File: src/watchdog_pkg.sv
// Constants, register map and field layout of the watchdog timeout control block
// ==========================================================================
// How it works
// [RULE_01] A zero written to the enable bit leaves the watchdog running unless unlock is set.
// [RULE_02] The turn-off unlock bit clears itself four system clock cycles after it is set.
// [RULE_03] Writing one to the enable bit starts the watchdog, a permitted zero stops it.
// [RULE_04] The enable bit can only be cleared while the unlock bit reads as one.
// [RULE_05] Software unlocks by writing ones to unlock and enable in a single write.
// [RULE_06] Software then writes zero to enable within four cycles to turn the watchdog off.
// [RULE_07] Timeout select code 0 gives 16384 oscillator cycles, each code doubles it.
// [RULE_08] Software should keep interrupts away while it runs the turn-off sequence.
// [RULE_09] The counter clears on restart, while disabled and on chip reset.
// [RULE_10] An expiry while enabled gives a system reset pulse of one clock cycle.
// [RULE_11] The counter advances on a separate watchdog oscillator of about 1 MHz.
// [RULE_12] Bits 7 to 5 of the control register always read as zero.
// [RULE_13] Controls and the oscillator are brought safely between the two timing sources.
package watchdog_pkg;

  // ==========================================================================
  // Register map (byte addresses)
  localparam logic [3:0] CTRL_OFFSET = 4'h0;
  localparam logic [3:0] RESTART_OFFSET = 4'h4;
  localparam logic [3:0] STATUS_OFFSET = 4'h8;

  // ==========================================================================
  // Control register fields
  localparam int UNLOCK_BIT = 4;
  localparam int ENABLE_BIT = 3;
  localparam int SELECT_MSB = 2;
  localparam int SELECT_LSB = 0;
  localparam int RESTART_BIT = 0;
  localparam logic [7:0] CTRL_RESET = 8'h00;

  // ==========================================================================
  // Timing
  localparam int UNLOCK_WINDOW_CYCLES = 4;
  localparam logic [2:0] UNLOCK_LOAD = 3'(UNLOCK_WINDOW_CYCLES);
  localparam int COUNT_WIDTH = 22;
  localparam int SYNC_STAGES = 2;
  localparam logic [21:0] TIMEOUT_BASE_DEFAULT = 22'h004000;

  // ==========================================================================
  // AXI responses
  localparam logic [1:0] RESP_OKAY = 2'h0;
  localparam logic [1:0] RESP_DECERR = 2'h3;

endpackage : watchdog_pkg

File: src/timeout_if.sv
// Carrier between the register front end and the timeout counter
`timescale 1ns/1ps
interface timeout_if;
  import watchdog_pkg::*;
  logic enable;
  logic [2:0] select;
  logic restart;
  logic osc_tick;
  logic expire;
  logic [COUNT_WIDTH-1:0] count;

  modport ctrl (output enable, output select, output restart, output osc_tick,
    input expire, input count);
  modport counter (input enable, input select, input restart, input osc_tick,
    output expire, output count);
endinterface : timeout_if

File: src/timeout_counter.sv
// Watchdog timeout counter advanced by sampled oscillator edges
`timescale 1ns/1ps
module timeout_counter #(
  parameter logic [21:0] TIMEOUT_BASE = watchdog_pkg::TIMEOUT_BASE_DEFAULT
) (
  input wire logic aclk,
  input wire logic aresetn,
  timeout_if.counter tif
);
  import watchdog_pkg::*;

  logic [COUNT_WIDTH-1:0] count_q;
  logic [COUNT_WIDTH-1:0] limit;
  logic expire_q;
  logic hit;

  // Period doubles with each select code
  assign limit = COUNT_WIDTH'(TIMEOUT_BASE << tif.select); // [RULE_07]
  assign hit = tif.enable && tif.osc_tick && (count_q == limit - 1'b1);

  // ==========================================================================
  // Counter, cleared by reset, restart and while disabled
  always_ff @(posedge aclk) begin
    if (!aresetn) begin
      count_q <= '0; // [RULE_09]
    end else if (!tif.enable || tif.restart || hit) begin
      count_q <= '0; // [RULE_09]
    end else if (tif.osc_tick) begin
      count_q <= count_q + 1'b1; // [RULE_11]
    end
  end

  // Expiry pulse lasts exactly one system clock
  always_ff @(posedge aclk) begin
    if (!aresetn) begin
      expire_q <= 1'b0;
    end else begin
      expire_q <= hit && !tif.restart; // [RULE_10]
    end
  end

  assign tif.expire = expire_q;
  assign tif.count = count_q;
endmodule : timeout_counter

File: src/watchdog_timeout_control.sv
// Watchdog timeout control: AXI4-Lite registers, turn-off unlock and reset request
//
// The register offsets and the AXI4-Lite register port were chosen for this implementation.
`timescale 1ns/1ps
module watchdog_timeout_control #(
  parameter logic [21:0] TIMEOUT_BASE = watchdog_pkg::TIMEOUT_BASE_DEFAULT
) (
  input wire logic aclk,
  input wire logic aresetn,
  input wire logic watchdog_osc,
  output logic watchdog_reset_req,
  input wire logic [3:0] s_axi_awaddr,
  input wire logic s_axi_awvalid,
  output logic s_axi_awready,
  input wire logic [31:0] s_axi_wdata,
  input wire logic [3:0] s_axi_wstrb,
  input wire logic s_axi_wvalid,
  output logic s_axi_wready,
  output logic [1:0] s_axi_bresp,
  output logic s_axi_bvalid,
  input wire logic s_axi_bready,
  input wire logic [3:0] s_axi_araddr,
  input wire logic s_axi_arvalid,
  output logic s_axi_arready,
  output logic [31:0] s_axi_rdata,
  output logic [1:0] s_axi_rresp,
  output logic s_axi_rvalid,
  input wire logic s_axi_rready
);
  import watchdog_pkg::*;

  timeout_if tif ();

  logic aw_held_q;
  logic [3:0] awaddr_q;
  logic w_held_q;
  logic [31:0] wdata_q;
  logic wstrb0_q;
  logic bvalid_q;
  logic [1:0] bresp_q;
  logic rvalid_q;
  logic [31:0] rdata_q;
  logic [1:0] rresp_q;
  logic do_write;
  logic ctrl_wr;
  logic restart_wr;
  logic enable_q;
  logic unlock_q;
  logic [2:0] unlock_cnt_q;
  logic [2:0] select_q;
  logic [SYNC_STAGES-1:0] osc_sync_q;
  logic osc_prev_q;
  logic restart_q;
  logic reset_req_q;
  logic [7:0] ctrl_view;

  // ==========================================================================
  // AXI4-Lite write path: address and data taken in either order
  assign s_axi_awready = !aw_held_q && !bvalid_q;
  assign s_axi_wready = !w_held_q && !bvalid_q;
  assign do_write = aw_held_q && w_held_q && !bvalid_q;
  assign ctrl_wr = do_write && wstrb0_q && (awaddr_q == CTRL_OFFSET);
  assign restart_wr = do_write && wstrb0_q && (awaddr_q == RESTART_OFFSET)
    && wdata_q[RESTART_BIT];

  always_ff @(posedge aclk) begin
    if (!aresetn) begin
      aw_held_q <= 1'b0;
      awaddr_q <= '0;
    end else if (s_axi_awvalid && s_axi_awready) begin
      aw_held_q <= 1'b1;
      awaddr_q <= s_axi_awaddr;
    end else if (do_write) begin
      aw_held_q <= 1'b0;
    end
  end

  always_ff @(posedge aclk) begin
    if (!aresetn) begin
      w_held_q <= 1'b0;
      wdata_q <= '0;
      wstrb0_q <= 1'b0;
    end else if (s_axi_wvalid && s_axi_wready) begin
      w_held_q <= 1'b1;
      wdata_q <= s_axi_wdata;
      wstrb0_q <= s_axi_wstrb[0];
    end else if (do_write) begin
      w_held_q <= 1'b0;
    end
  end

  // Write response; unmapped addresses answer with a decode error
  always_ff @(posedge aclk) begin
    if (!aresetn) begin
      bvalid_q <= 1'b0;
      bresp_q <= RESP_OKAY;
    end else if (do_write) begin
      bvalid_q <= 1'b1;
      bresp_q <= (awaddr_q == CTRL_OFFSET || awaddr_q == RESTART_OFFSET
        || awaddr_q == STATUS_OFFSET) ? RESP_OKAY : RESP_DECERR;
    end else if (s_axi_bready) begin
      bvalid_q <= 1'b0;
    end
  end

  assign s_axi_bvalid = bvalid_q;
  assign s_axi_bresp = bresp_q;

  // ==========================================================================
  // Control register
  // Reserved upper bits are tied low on readback
  assign ctrl_view = {3'h0, unlock_q, enable_q, select_q}; // [RULE_12]

  // Unlock bit: set by a written one, self-clears after the window
  always_ff @(posedge aclk) begin
    if (!aresetn) begin
      unlock_q <= CTRL_RESET[UNLOCK_BIT];
      unlock_cnt_q <= '0;
    end else if (ctrl_wr && wdata_q[UNLOCK_BIT]) begin
      unlock_q <= 1'b1;
      unlock_cnt_q <= UNLOCK_LOAD - 1'b1; // [RULE_02]
    end else if (unlock_cnt_q != '0) begin
      unlock_cnt_q <= unlock_cnt_q - 1'b1;
    end else begin
      unlock_q <= 1'b0; // [RULE_02]
    end
  end

  // Enable: a one always sets it, a zero only counts while unlocked
  always_ff @(posedge aclk) begin
    if (!aresetn) begin
      enable_q <= CTRL_RESET[ENABLE_BIT];
    end else if (ctrl_wr) begin
      if (wdata_q[ENABLE_BIT]) begin
        enable_q <= 1'b1; // [RULE_03] [RULE_05]
      end else if (unlock_q) begin
        enable_q <= 1'b0; // [RULE_04] [RULE_06]
      end
      // Otherwise a zero is ignored so stray writes cannot stop it [RULE_01]
    end
  end

  // Timeout select follows every control write with byte lane 0 enabled
  always_ff @(posedge aclk) begin
    if (!aresetn) begin
      select_q <= CTRL_RESET[SELECT_MSB:SELECT_LSB];
    end else if (ctrl_wr) begin
      select_q <= wdata_q[SELECT_MSB:SELECT_LSB]; // [RULE_07]
    end
  end

  // Restart strobe, one cycle per accepted restart write
  always_ff @(posedge aclk) begin
    if (!aresetn) begin
      restart_q <= 1'b0;
    end else begin
      restart_q <= restart_wr; // [RULE_09]
    end
  end

  // ==========================================================================
  // Oscillator sampling: two flops, edge taken from the second only
  always_ff @(posedge aclk) begin
    if (!aresetn) begin
      osc_sync_q <= '0;
      osc_prev_q <= 1'b0;
    end else begin
      osc_sync_q <= {osc_sync_q[SYNC_STAGES-2:0], watchdog_osc}; // [RULE_13]
      osc_prev_q <= osc_sync_q[SYNC_STAGES-1];
    end
  end

  // One tick per oscillator rising edge; needs aclk well above osc rate
  assign tif.osc_tick = osc_sync_q[SYNC_STAGES-1] && !osc_prev_q; // [RULE_11]
  assign tif.enable = enable_q;
  assign tif.select = select_q;
  assign tif.restart = restart_q;

  timeout_counter #(
    .TIMEOUT_BASE(TIMEOUT_BASE)
  ) u_counter (
    .aclk(aclk),
    .aresetn(aresetn),
    .tif(tif)
  );

  // Counter already runs on aclk, so the request needs no further crossing
  always_ff @(posedge aclk) begin
    if (!aresetn) begin
      reset_req_q <= 1'b0;
    end else begin
      reset_req_q <= tif.expire && enable_q; // [RULE_10] [RULE_13]
    end
  end

  assign watchdog_reset_req = reset_req_q;

  // ==========================================================================
  // AXI4-Lite read path
  assign s_axi_arready = !rvalid_q;

  always_ff @(posedge aclk) begin
    if (!aresetn) begin
      rvalid_q <= 1'b0;
      rdata_q <= '0;
      rresp_q <= RESP_OKAY;
    end else if (s_axi_arvalid && s_axi_arready) begin
      rvalid_q <= 1'b1;
      rresp_q <= RESP_OKAY;
      unique case (s_axi_araddr)
        CTRL_OFFSET: rdata_q <= {24'h000000, ctrl_view};
        RESTART_OFFSET: rdata_q <= '0;
        STATUS_OFFSET: rdata_q <= {10'h000, tif.count};
        default: begin
          rdata_q <= '0;
          rresp_q <= RESP_DECERR;
        end
      endcase
    end else if (s_axi_rready) begin
      rvalid_q <= 1'b0;
    end
  end

  assign s_axi_rvalid = rvalid_q;
  assign s_axi_rdata = rdata_q;
  assign s_axi_rresp = rresp_q;
endmodule : watchdog_timeout_control

File: config.mk
export PLATFORM = sky130hd
export DESIGN_NAME = watchdog_timeout_control
export DESIGN_NICKNAME = d
export VERILOG_FILES = /design/src/watchdog_pkg.sv /design/src/timeout_if.sv /design/src/timeout_counter.sv /design/src/watchdog_timeout_control.sv
export SDC_FILE = /design/constraint.sdc
export NUM_CORES = 1
export LEC_CHECK = 0
export ABC_AREA = 1
export BUFFER_PORTS_ARGS = -buffer_cell sky130_fd_sc_hd__clkbuf_2
export CORE_ASPECT_RATIO = 1.25
export CORE_MARGIN = 5
export CORE_UTILIZATION = 53
export DETAILED_ROUTE_END_ITERATION = 10
export GPL_TIMING_DRIVEN = 0
export PLACE_DENSITY = 0.86
export SLEW_MARGIN = 20
export SYNTH_ARGS = -nofsm -noshare
export SYNTH_HDL_FRONTEND = slang
export SYNTH_HIERARCHICAL = 1
export SYNTH_SLANG_ARGS = --single-unit
File: constraint.sdc
create_clock -name aclk -period 1.85 [get_ports aclk]
set_input_delay 0.0925 -clock aclk [delete_from_list [all_inputs] [get_ports aclk]]
set_output_delay 0.0925 -clock aclk [all_outputs]
set_load 0.03 [all_outputs]
==> run_results.csv, run 1 <==
group,metric,value,unit
setup_path,crit_path_max_fanout,9,
power_and_ir_drop,power.share.sequential,45.2,%
timing,hold_violations,0,
floorplan,fp.dieH,101.3,um
timing,final_max_slew_viol_count,0,
drt,viasPerCell,4.988,
drt,drt_iter0_drc,206,
synthesis,postSynthCellCount,494,
place,hpwl,6358,um
grt,first_global_vias,3183,
timing,slew_headroom,64.03,%
drt,drc,0,
clocking,cts_max_level,3,
setup_path,cp-start-kind,"flop",
run_status,outcome,"finished, final reports clean",
floorplan,die_x,83.03,um
timing,worstMarginPinSlew,0.5396,ns
grt,grt_pass1_wl,14230,um
setup_path,critical_path_arrival,1.99,ns
clocking,clock_latency,0.36,ns
power_and_ir_drop,p_int,2.794,mW
cells_and_area,diodes,0,
place,place_area,3941,um^2
synthesis,yosysTopAreaCell,"dfxtp_1",
clocking,clkSinkCount,74,
synthesis,yosysWarnings,6,
power_and_ir_drop,powerDensity,907.1,nW/um^2
setup_path,cp.required,2.11,ns
place,pre_cts_slack,0.1134,ns
cells_and_area,area_delta_synth_final,20.36,%
power_and_ir_drop,power.total,3.858,mW
floorplan,initial_utilization,54.16,%
floorplan,core-area,6524,um^2
timing,period_share,93.42,%
clocking,cts-root-buf,"clkbuf_8",
synthesis,syn_area_per_cell,7.153,um^2
clocking,clkTransAtPathRegs,0.08,ns
setup_path,crit_type,"flop to flop",
job,max_cap_viol_count,0,
power_and_ir_drop,leakagePower,1.851,nW
cells_and_area,drive_gt1_share,19.34,%
hold_path,hp-class,"input pin to flop",
power_and_ir_drop,p_sw_share,27.57,%
timing,rsz0062_at_grt,"false",
power_and_ir_drop,p_sw,1.064,mW
drt,via_count,3322,
timing,fmax,578.6,MHz
place,place_congestion,0.9282,
setup_path,end_kind,"flop",
timing,fin_crit,1.728,ns
synthesis,ys_seq_area_share,41.93,%
timing,timing.setup.tns,0,ns
synthesis,synth_area_leaders,"dfxtp_1, nand2_1, nor2_1, inv_1, o21ai_0",
cells_and_area,fin_area,4253,um^2
floorplan,fp-row-count,33,
setup_path,regToRegSetupSlack,0.12,ns
timing,finalWorstSetupSlack,0.1217,ns
power_and_ir_drop,peakVddDrop,0.0006559,V
floorplan,die_area,8410,um^2
grt,track_usage,20.95,%
cells_and_area,layout.nets,629,
drt,wirelength,8609,um
clocking,ctsLongestPathBuffers,2,
cells_and_area,nFillCells,575,
synthesis,synth_cell_types,30,
drt,ant_nets,0,
drt,wl_per_cell,12.93,um
power_and_ir_drop,pwr-share-comb,15.3,%
grt,gr-total-overflow,0,
floorplan,ioPinCount,94,
clocking,cts_inserted_buffers,9,
clocking,cts_tree,"done",
grt,grt_start_max_net_pins,14,
power_and_ir_drop,clkPwrFrac,39.6,%
timing,timing.hold.ws,0.006510,ns
synthesis,synth_top_area_share,41.93,%
synthesis,syn_area,3533,um^2
timing,clock_skew,0.009785,ns
place,portBuffers,53,
synthesis,yosys_register_bits,74,
drt,dr.pass1.iters,5,
grt,antenna_found_initial,0,
timing,setup_viol,0,
## placed cells by master (no fill, tap or decap), types with 6 or more instances in the layout
cell             n
a21oi_1         30
nor3_1           7
xor2_1          14
nor2_1          74
conb_1          10
o21ai_0         36
buf_4           16
nand2_1        107
nand4_1         11
dfxtp_1         74
clkbuf_8         9
inv_1           54
nand3_1         26
buf_6            6
clkbuf_2        54
dlygate4sd3_1    6
## logic make-up (layout without fill, tap and decap cells)
logic type                 Yosys count  count (layout)  synth area share [%]
and+or+nand+nor                    245             245                 30.49
buffers and inverters               84             160                 11.93
AOI/OAI and AO/OA                   68              68                 9.738
muxes                                1               1                0.2833
xor gates and xnor gates            18              18                 4.462
other                                1              10                0.1061
DFF                                 74              74                 41.93
adders and majority gates            3               3                 1.062
## worst paths after layout
path	endpoint	cells past startpoint	startpoint
max	u_counter/tif.count[21]	12	osc_sync_q[1]
min reg2reg	osc_sync_q[1]	2	osc_sync_q[0]
min	wdata_q[3]	3	s_axi_wdata[3]
max reg2reg	u_counter/tif.count[21]	12	osc_sync_q[1]
## metrics by stage
step	util [%]	instances
finish	65.19	666
floorplan	-	503
global placement	60.41	643
global route	65.19	666
detailed placement	60.41	643
CTS	65.04	665
## synth_stat cells
library cell and count:
clkbuf_1 4, xnor2_1 4, a21oi_1 30, mux2i_1 1
buf_4 15, inv_2 1, conb_1 1, nor4_1 1
dfxtp_1 74, inv_1 54, o21a_1 1, a31oi_1 1
nand3_4 1, or2_2 1, nand3b_1 2, nand2_2 5
nor2_2 4, buf_6 6, nor2_4 5, nand4_1 11
nor3_1 7, clkbuf_2 1, xor2_1 14, nor2_1 74
buf_2 3, o21ai_0 36, nand3_1 26, ha_1 3
and2_1 1, nand2_1 107
## state kept, by name, indices dropped and copies added, names as in the netlist, 2 cells and up
register	flops
s_axi_rdata	22
u_counter/tif.count	22
wdata_q	5
awaddr_q	4
select_q	3
unlock_cnt_q	3
osc_sync_q	2
## layout make-up
type                            count  area (um^2)  share of cell area, %
Clock inverter                      6        113.9                  2.677
Timing Repair Buffer               60        332.8                  7.826
Clock buffer                       10        127.6                  3.001
Inverter                           55        206.4                  4.854
Sequential cell                    74         1481                  34.83
Tap cell                           87        108.9                  2.560
Buffer                             29        215.2                  5.060
Multi-Input combinational cell    345         1667                  39.19
## layer usage
layer / wire length (um) / vias to the layer above / GRT usage (%)
met5: 0 / - / 0
met4: 224 / 0 / 10.82
met3: 430 / 21 / 5.777
met2: 4388 / 99 / 37.96
met1: 3565 / 1507 / 22.37
li1: - / 1695 / -
## repair_timing
| item | CTS | global route |
|---|---|---|
| gates resized for setup | 0 | 1 |
| setup buffers | 0 | 1 |
| hold endpoints to repair | 6 | 0 |
| hold buffers | 6 | 0 |
| endpoints found under the setup margin | 0 | 20 |
## critical path: stages, from the launching register on
cell	delay, ns
dfxtp_1	0.34
inv_1	0.04
nor2_1	0.09
buf_4	0.19
nand2_1	0.09
nor2_2	0.19
nand2_1	0.16
nor2_1	0.20
nand3_1	0.10
nand2_1	0.08
nand2_1	0.06
inv_1	0.05
nor2_1	0.03
## power groups by stage
stage / sequential (mW) / clock [mW] / combinational, mW
after floorplan: 1.84 / 0 / 0.357
after global placement: 1.77 / 0 / 0.554
after detailed placement: 1.78 / 0 / 0.572
after CTS: 1.74 / 1.55 / 0.586
after global routing: 1.75 / 1.62 / 0.655
final: 1.74 / 1.53 / 0.589
No activity file was read; power rests on OpenSTA's default activity.
==> inputs of run 2 (changes only) <==
--- a/config.mk
+++ b/config.mk
@@ -12,8 +12,7 @@
 export CORE_UTILIZATION = 53
 export DETAILED_ROUTE_END_ITERATION = 10
 export GPL_TIMING_DRIVEN = 0
-export PLACE_DENSITY = 0.86
-export SLEW_MARGIN = 20
+export PLACE_DENSITY = 0.8
 export SYNTH_ARGS = -nofsm -noshare
 export SYNTH_HDL_FRONTEND = slang
 export SYNTH_HIERARCHICAL = 1
==> run 2 against run 1 <==
  * First-iteration DRC count is 42% lower
  * Hold slack gained 0.0045 ns
  * Worst setup slack better by 0.011 ns
  * Register-to-register slack hardly changed
  * Die area unchanged
  * Final cell count down 0.75%
  * Fmax increased by 0.61%
  * Sequential share of layout area increased by 0.33 points
  * Flip-flop and latch count stayed put
  * Utilization decreased by 0.56 points
  * Critical path type unchanged
==> run_results.csv, run 2 (same netlist as run 1, synthesis figures left out) <==
group,metric,value,unit
clocking,cts_inserted_buffers,9,
floorplan,core-area,6524,um^2
grt,track_usage,20.88,%
place,portBuffers,53,
cells_and_area,diodes,0,
timing,setup_viol,0,
grt,grt_start_max_net_pins,13,
job,max_cap_viol_count,0,
timing,timing.setup.tns,0,ns
setup_path,cp-start-kind,"flop",
setup_path,cpMostUsedCell,"nor2_1",
floorplan,die_x,83.03,um
grt,first_global_vias,3235,
floorplan,initial_utilization,54.16,%
grt,antenna_found_initial,0,
setup_path,crit_type,"flop to flop",
clocking,clkTransAtPathRegs,0.07,ns
cells_and_area,nFillCells,616,
setup_path,endpoint,"u_counter/tif.count[16]",
drt,wirelength,8437,um
floorplan,fp-row-count,33,
clocking,cts_max_level,3,
place,place_area,3941,um^2
timing,timing.hold.ws,0.01099,ns
power_and_ir_drop,power.total,3.799,mW
floorplan,die_area,8410,um^2
drt,wl_per_cell,12.76,um
cells_and_area,layout_commonest_cell,"nand2_1",
power_and_ir_drop,peakVddDrop,0.0008552,V
setup_path,r2r_end,"u_counter/tif.count[16]",
setup_path,cp_top_family,"simple AND/OR/NAND/NOR gates",
drt,viasPerCell,4.943,
setup_path,rr_worst_depth,11,
setup_path,crit_slowest_cell,"dfxtp_1",
timing,period_share,92.85,%
timing,fmax,582.1,MHz
power_and_ir_drop,powerDensity,901.0,nW/um^2
clocking,clkSinkCount,74,
clocking,cts_tree,"done",
timing,rsz0062_at_grt,"false",
setup_path,end_kind,"flop",
drt,drc,0,
timing,final_max_slew_viol_count,0,
grt,gr-total-overflow,0,
setup_path,critical_path_arrival,1.96,ns
timing,worstMarginPinSlew,0.5145,ns
hold_path,hp-class,"input pin to flop",
setup_path,crit_path_max_fanout,10,
cells_and_area,layout_common_cells,"nand2_1, nor2_1, dfxtp_1",
timing,slew_headroom,65.70,%
clocking,ctsLongestPathBuffers,2,
cells_and_area,area_delta_synth_final,19.33,%
clocking,clock_latency,0.35,ns
run_status,outcome,"finished, final reports clean",
setup_path,regToRegSetupSlack,0.13,ns
grt,grt_pass1_wl,14190,um
floorplan,ioPinCount,94,
drt,drt_iter0_drc,120,
setup_path,cp-startpoint,"u_counter/tif.count[1]",
timing,hold_violations,0,
cells_and_area,final_util,64.63,%
setup_path,cp.buffers_inverters,3,
setup_path,crit_path_cell_trace,"ha_4 > inv_1 > nor2_1 > nand2_2 > nor2_4 > inv_2 > nor2_1 > nand2_1 > nand2_2 > buf_6 > nor2_1",
setup_path,r2r_start,"u_counter/tif.count[1]",
setup_path,timing.critical_path.depth,11,
timing,fin_crit,1.718,ns
power_and_ir_drop,leakagePower,1.838,nW
place,hpwl,6321,um
drt,ant_nets,0,
drt,dr.pass1.iters,4,
cells_and_area,drive_gt1_share,19.69,%
setup_path,cp.required,2.09,ns
setup_path,slowest_delay,0.41,ns
place,place_congestion,0.8822,
cells_and_area,fin_area,4217,um^2
clocking,cts-root-buf,"clkbuf_8",
timing,clock_skew,0.005648,ns
floorplan,fp.dieH,101.3,um
cells_and_area,layout.nets,625,
drt,via_count,3267,
-- run 2: power breakdown --
group          switching [mW]  total (mW)  internal [mW]
clock                   0.589        1.48          0.889
combinational           0.380       0.581          0.202
sequential             0.0507        1.74           1.69
-- run 2: repair_timing --
item / CTS / global route
hold buffers: 2 / 0
gates resized for setup: 0 / 4
buffers inserted: 0 / 1
endpoints found under the setup margin: 0 / 20
endpoints found under the hold margin: 2 / 0
-- run 2: per-layer routing --
metal	vias to the layer above	GRT usage, %	wire length [um]
li1	1685	-	-
met1	1482	23.23	3523
met2	77	36.85	4313
met3	23	4.963	350
met4	0	11.70	249
met5	-	0	0
-- run 2: how the worst min path moves through the flow --
| stage | depth (start not counted) | slack [ns] | to | start |
|---|---|---|---|---|
| floorplan | 2 | 0.19 | osc_sync_q[0] | watchdog_osc |
| global placement | 3 | 0.28 | osc_sync_q[0] | watchdog_osc |
| detailed placement | 3 | 0.30 | osc_sync_q[0] | watchdog_osc |
| CTS | 3 | 0.001 | s_axi_bvalid | s_axi_bready |
| global route | 3 | 0.003 | wdata_q[2] | s_axi_wdata[2] |
| finish | 3 | 0.01 | s_axi_bvalid | s_axi_bready |
-- run 2: cell type report --
type | instances | area [um^2] | area share, %
clock inverter | 5 | 103.9 | 2.463
inverter | 55 | 206.4 | 4.896
multi-input combinational | 345 | 1679 | 39.82
clock buffer | 10 | 127.6 | 3.027
buffer | 29 | 215.2 | 5.104
tap | 87 | 108.9 | 2.582
timing repair buffer | 56 | 292.8 | 6.944
sequential | 74 | 1483 | 35.16
-- run 2: worst reg2reg max path: cells and delay by family, from the launching register on --
family / cells / cell delay [ns]
and+or+nand+nor: 7 / 0.76
DFF: 1 / 0.41
buffers and inverters: 3 / 0.26
adders and majority gates: 1 / 0.18
-- run 2: through the flow --
step,setup WS [ns],instances
global placement,0.1081,643
global route,0.006826,661
detailed placement,0.08345,643
finish,0.1322,661
floorplan,0.3090,503
CTS,0.04827,660
==> inputs of run 3 (changes only) <==
--- a/config.mk
+++ b/config.mk
@@ -9,10 +9,10 @@
 export BUFFER_PORTS_ARGS = -buffer_cell sky130_fd_sc_hd__clkbuf_2
 export CORE_ASPECT_RATIO = 1.25
 export CORE_MARGIN = 5
-export CORE_UTILIZATION = 53
+export CORE_UTILIZATION = 51
 export DETAILED_ROUTE_END_ITERATION = 10
 export GPL_TIMING_DRIVEN = 0
-export PLACE_DENSITY = 0.8
+export PLACE_DENSITY = 0.78
 export SYNTH_ARGS = -nofsm -noshare
 export SYNTH_HDL_FRONTEND = slang
 export SYNTH_HIERARCHICAL = 1
==> run 3 against run 2 <==
  * Via count increased by 1.3%
  * Die area rose by 3.5%
  * Clock power down 14%
  * Largest power group unchanged
  * Clock skew up 0.0049 ns
  * Routed wire length down 0.11%
  * Worst setup slack better by 0.031 ns
  * Largest cell class unchanged
  * Sequential share of layout area shrank 0.071 points
  * Power fell by 5.1%
==> run_results.csv, run 3 (same netlist as run 1, synthesis figures left out) <==
group,metric,value,unit
grt,first_global_vias,3100,
power_and_ir_drop,leakagePower,1.835,nW
timing,worstMarginPinSlew,0.5006,ns
place,place_congestion,0.9102,
cells_and_area,layout_commonest_cell,"nand2_1",
timing,timing.setup.tns,0,ns
setup_path,crit_slowest_cell,"dfxtp_1",
run_status,outcome,"finished, final reports clean",
timing,slew_headroom,66.63,%
timing,setup_viol,0,
setup_path,slowest_delay,0.34,ns
clocking,clock_latency,0.36,ns
drt,viasPerCell,4.949,
timing,fmax,592.8,MHz
floorplan,die_x,84.45,um
timing,period_share,91.19,%
timing,final_max_slew_viol_count,0,
floorplan,fp-row-count,34,
drt,via_count,3311,
grt,grt_pass1_wl,13820,um
power_and_ir_drop,powerDensity,853.8,nW/um^2
grt,grt_start_max_net_pins,14,
clocking,cts-root-buf,"clkbuf_8",
grt,gr-total-overflow,0,
timing,clock_skew,0.01056,ns
setup_path,cpMostUsedCell,"nand2_1",
clocking,ctsLongestPathBuffers,2,
cells_and_area,diodes,0,
place,hpwl,6348,um
setup_path,crit_path_max_fanout,9,
clocking,cts_inserted_buffers,9,
setup_path,cp.buffers_inverters,2,
floorplan,core-area,6849,um^2
timing,fin_crit,1.687,ns
setup_path,cp_top_family,"simple AND/OR/NAND/NOR gates",
setup_path,crit_path_cell_trace,"inv_1 > nor2_1 > buf_4 > nand2_1 > nor2_2 > nand2_1 > nor2_2 > nand2_1 > xor2_1 > nor2_1",
setup_path,cp-start-kind,"flop",
grt,antenna_found_initial,0,
cells_and_area,layout_common_cells,"nand2_1, dfxtp_1, nor2_1",
clocking,cts_tree,"done",
floorplan,ioPinCount,94,
place,portBuffers,53,
cells_and_area,drive_gt1_share,19.86,%
drt,drc,0,
clocking,clkTransAtPathRegs,0.08,ns
drt,drt_iter0_drc,141,
setup_path,crit_type,"flop to flop",
timing,hold_violations,0,
cells_and_area,area_delta_synth_final,19.48,%
clocking,cts_max_level,3,
job,max_cap_viol_count,0,
drt,ant_nets,0,
power_and_ir_drop,power.total,3.604,mW
grt,track_usage,19.80,%
setup_path,critical_path_arrival,1.93,ns
setup_path,cp.required,2.10,ns
drt,dr.pass1.iters,5,
drt,wirelength,8428,um
setup_path,end_kind,"flop",
drt,wl_per_cell,12.60,um
clocking,clkSinkCount,74,
floorplan,initial_utilization,51.59,%
hold_path,hp-class,"input pin to flop",
cells_and_area,layout.nets,629,
power_and_ir_drop,peakVddDrop,0.0006437,V
floorplan,fp.dieH,103.1,um
timing,rsz0062_at_grt,"false",
floorplan,die_area,8703,um^2
run 3: cell count changes in the layout (fill, tap and decap cells not counted), sizes merged:
cell and delta:
bufinv -2, clkinvlp +2, dlygate4sd3 +4, inv +1
run 3: report_power, final:
part           switching (mW)  internal (mW)
clock network           0.622          0.659
registers              0.0494           1.69
logic                   0.380          0.206
run 3: final timing paths:
check	slack, ns	depth (start not counted)	start	end
worst max register to register	0.16	10	osc_sync_q[1]	u_counter/tif.count[17]
worst min register to register	0.43	2	osc_sync_q[0]	osc_sync_q[1]
worst min-delay path	0.005	3	s_axi_wdata[1]	wdata_q[1]
worst max-delay path	0.16	10	osc_sync_q[1]	u_counter/tif.count[17]
run 3: cell type report:
class	count	area (um^2)
sequential	74	1481
timing repair buffer	60	332.8
clock buffer	10	137.6
clock inverter	6	63.81
fill	649	2628
tap	90	112.6
multi-input combinational	345	1672
buffer	29	215.2
inverter	55	206.4
run 3: per-layer routing:
layer,track usage [%],routed length [um],vias to the layer above
li1,-,-,1696
met1,21.92,3435,1506
met2,36.33,4251,90
met4,9.135,199,0
met3,4.396,542,19
met5,0,0,-
run 3: tightest hold or removal path, cell delays in order:
cell and delay (ns):
clkbuf_2 0.07, o21ai_0 0.08, nor2_1 0.08
run 3: metrics by stage:
| step | worst slack, ns | util [%] | hold slack, ns | instance area [um^2] | std cells |
|---|---|---|---|---|---|
| after floorplan | 0.3090 | - | 0.1901 | 3567 | 503 |
| after global placement | 0.1170 | 57.60 | 0.2762 | 3945 | 646 |
| after detailed placement | 0.1085 | 57.60 | 0.2867 | 3945 | 646 |
| after CTS | 0.08710 | 61.27 | 0.0002796 | 4197 | 667 |
| after global routing | 0.002640 | 61.64 | 0.01664 | 4222 | 669 |
| final | 0.1630 | 61.64 | 0.005319 | 4222 | 669 |
run 3: timing repair:
item                                   4_1_cts  5_1_grt
hold buffers                                 5        1
buffers inserted                             0        1
gates resized for setup                      0        3
endpoints found under the hold margin        4        1
setup endpoints to repair                    0       20
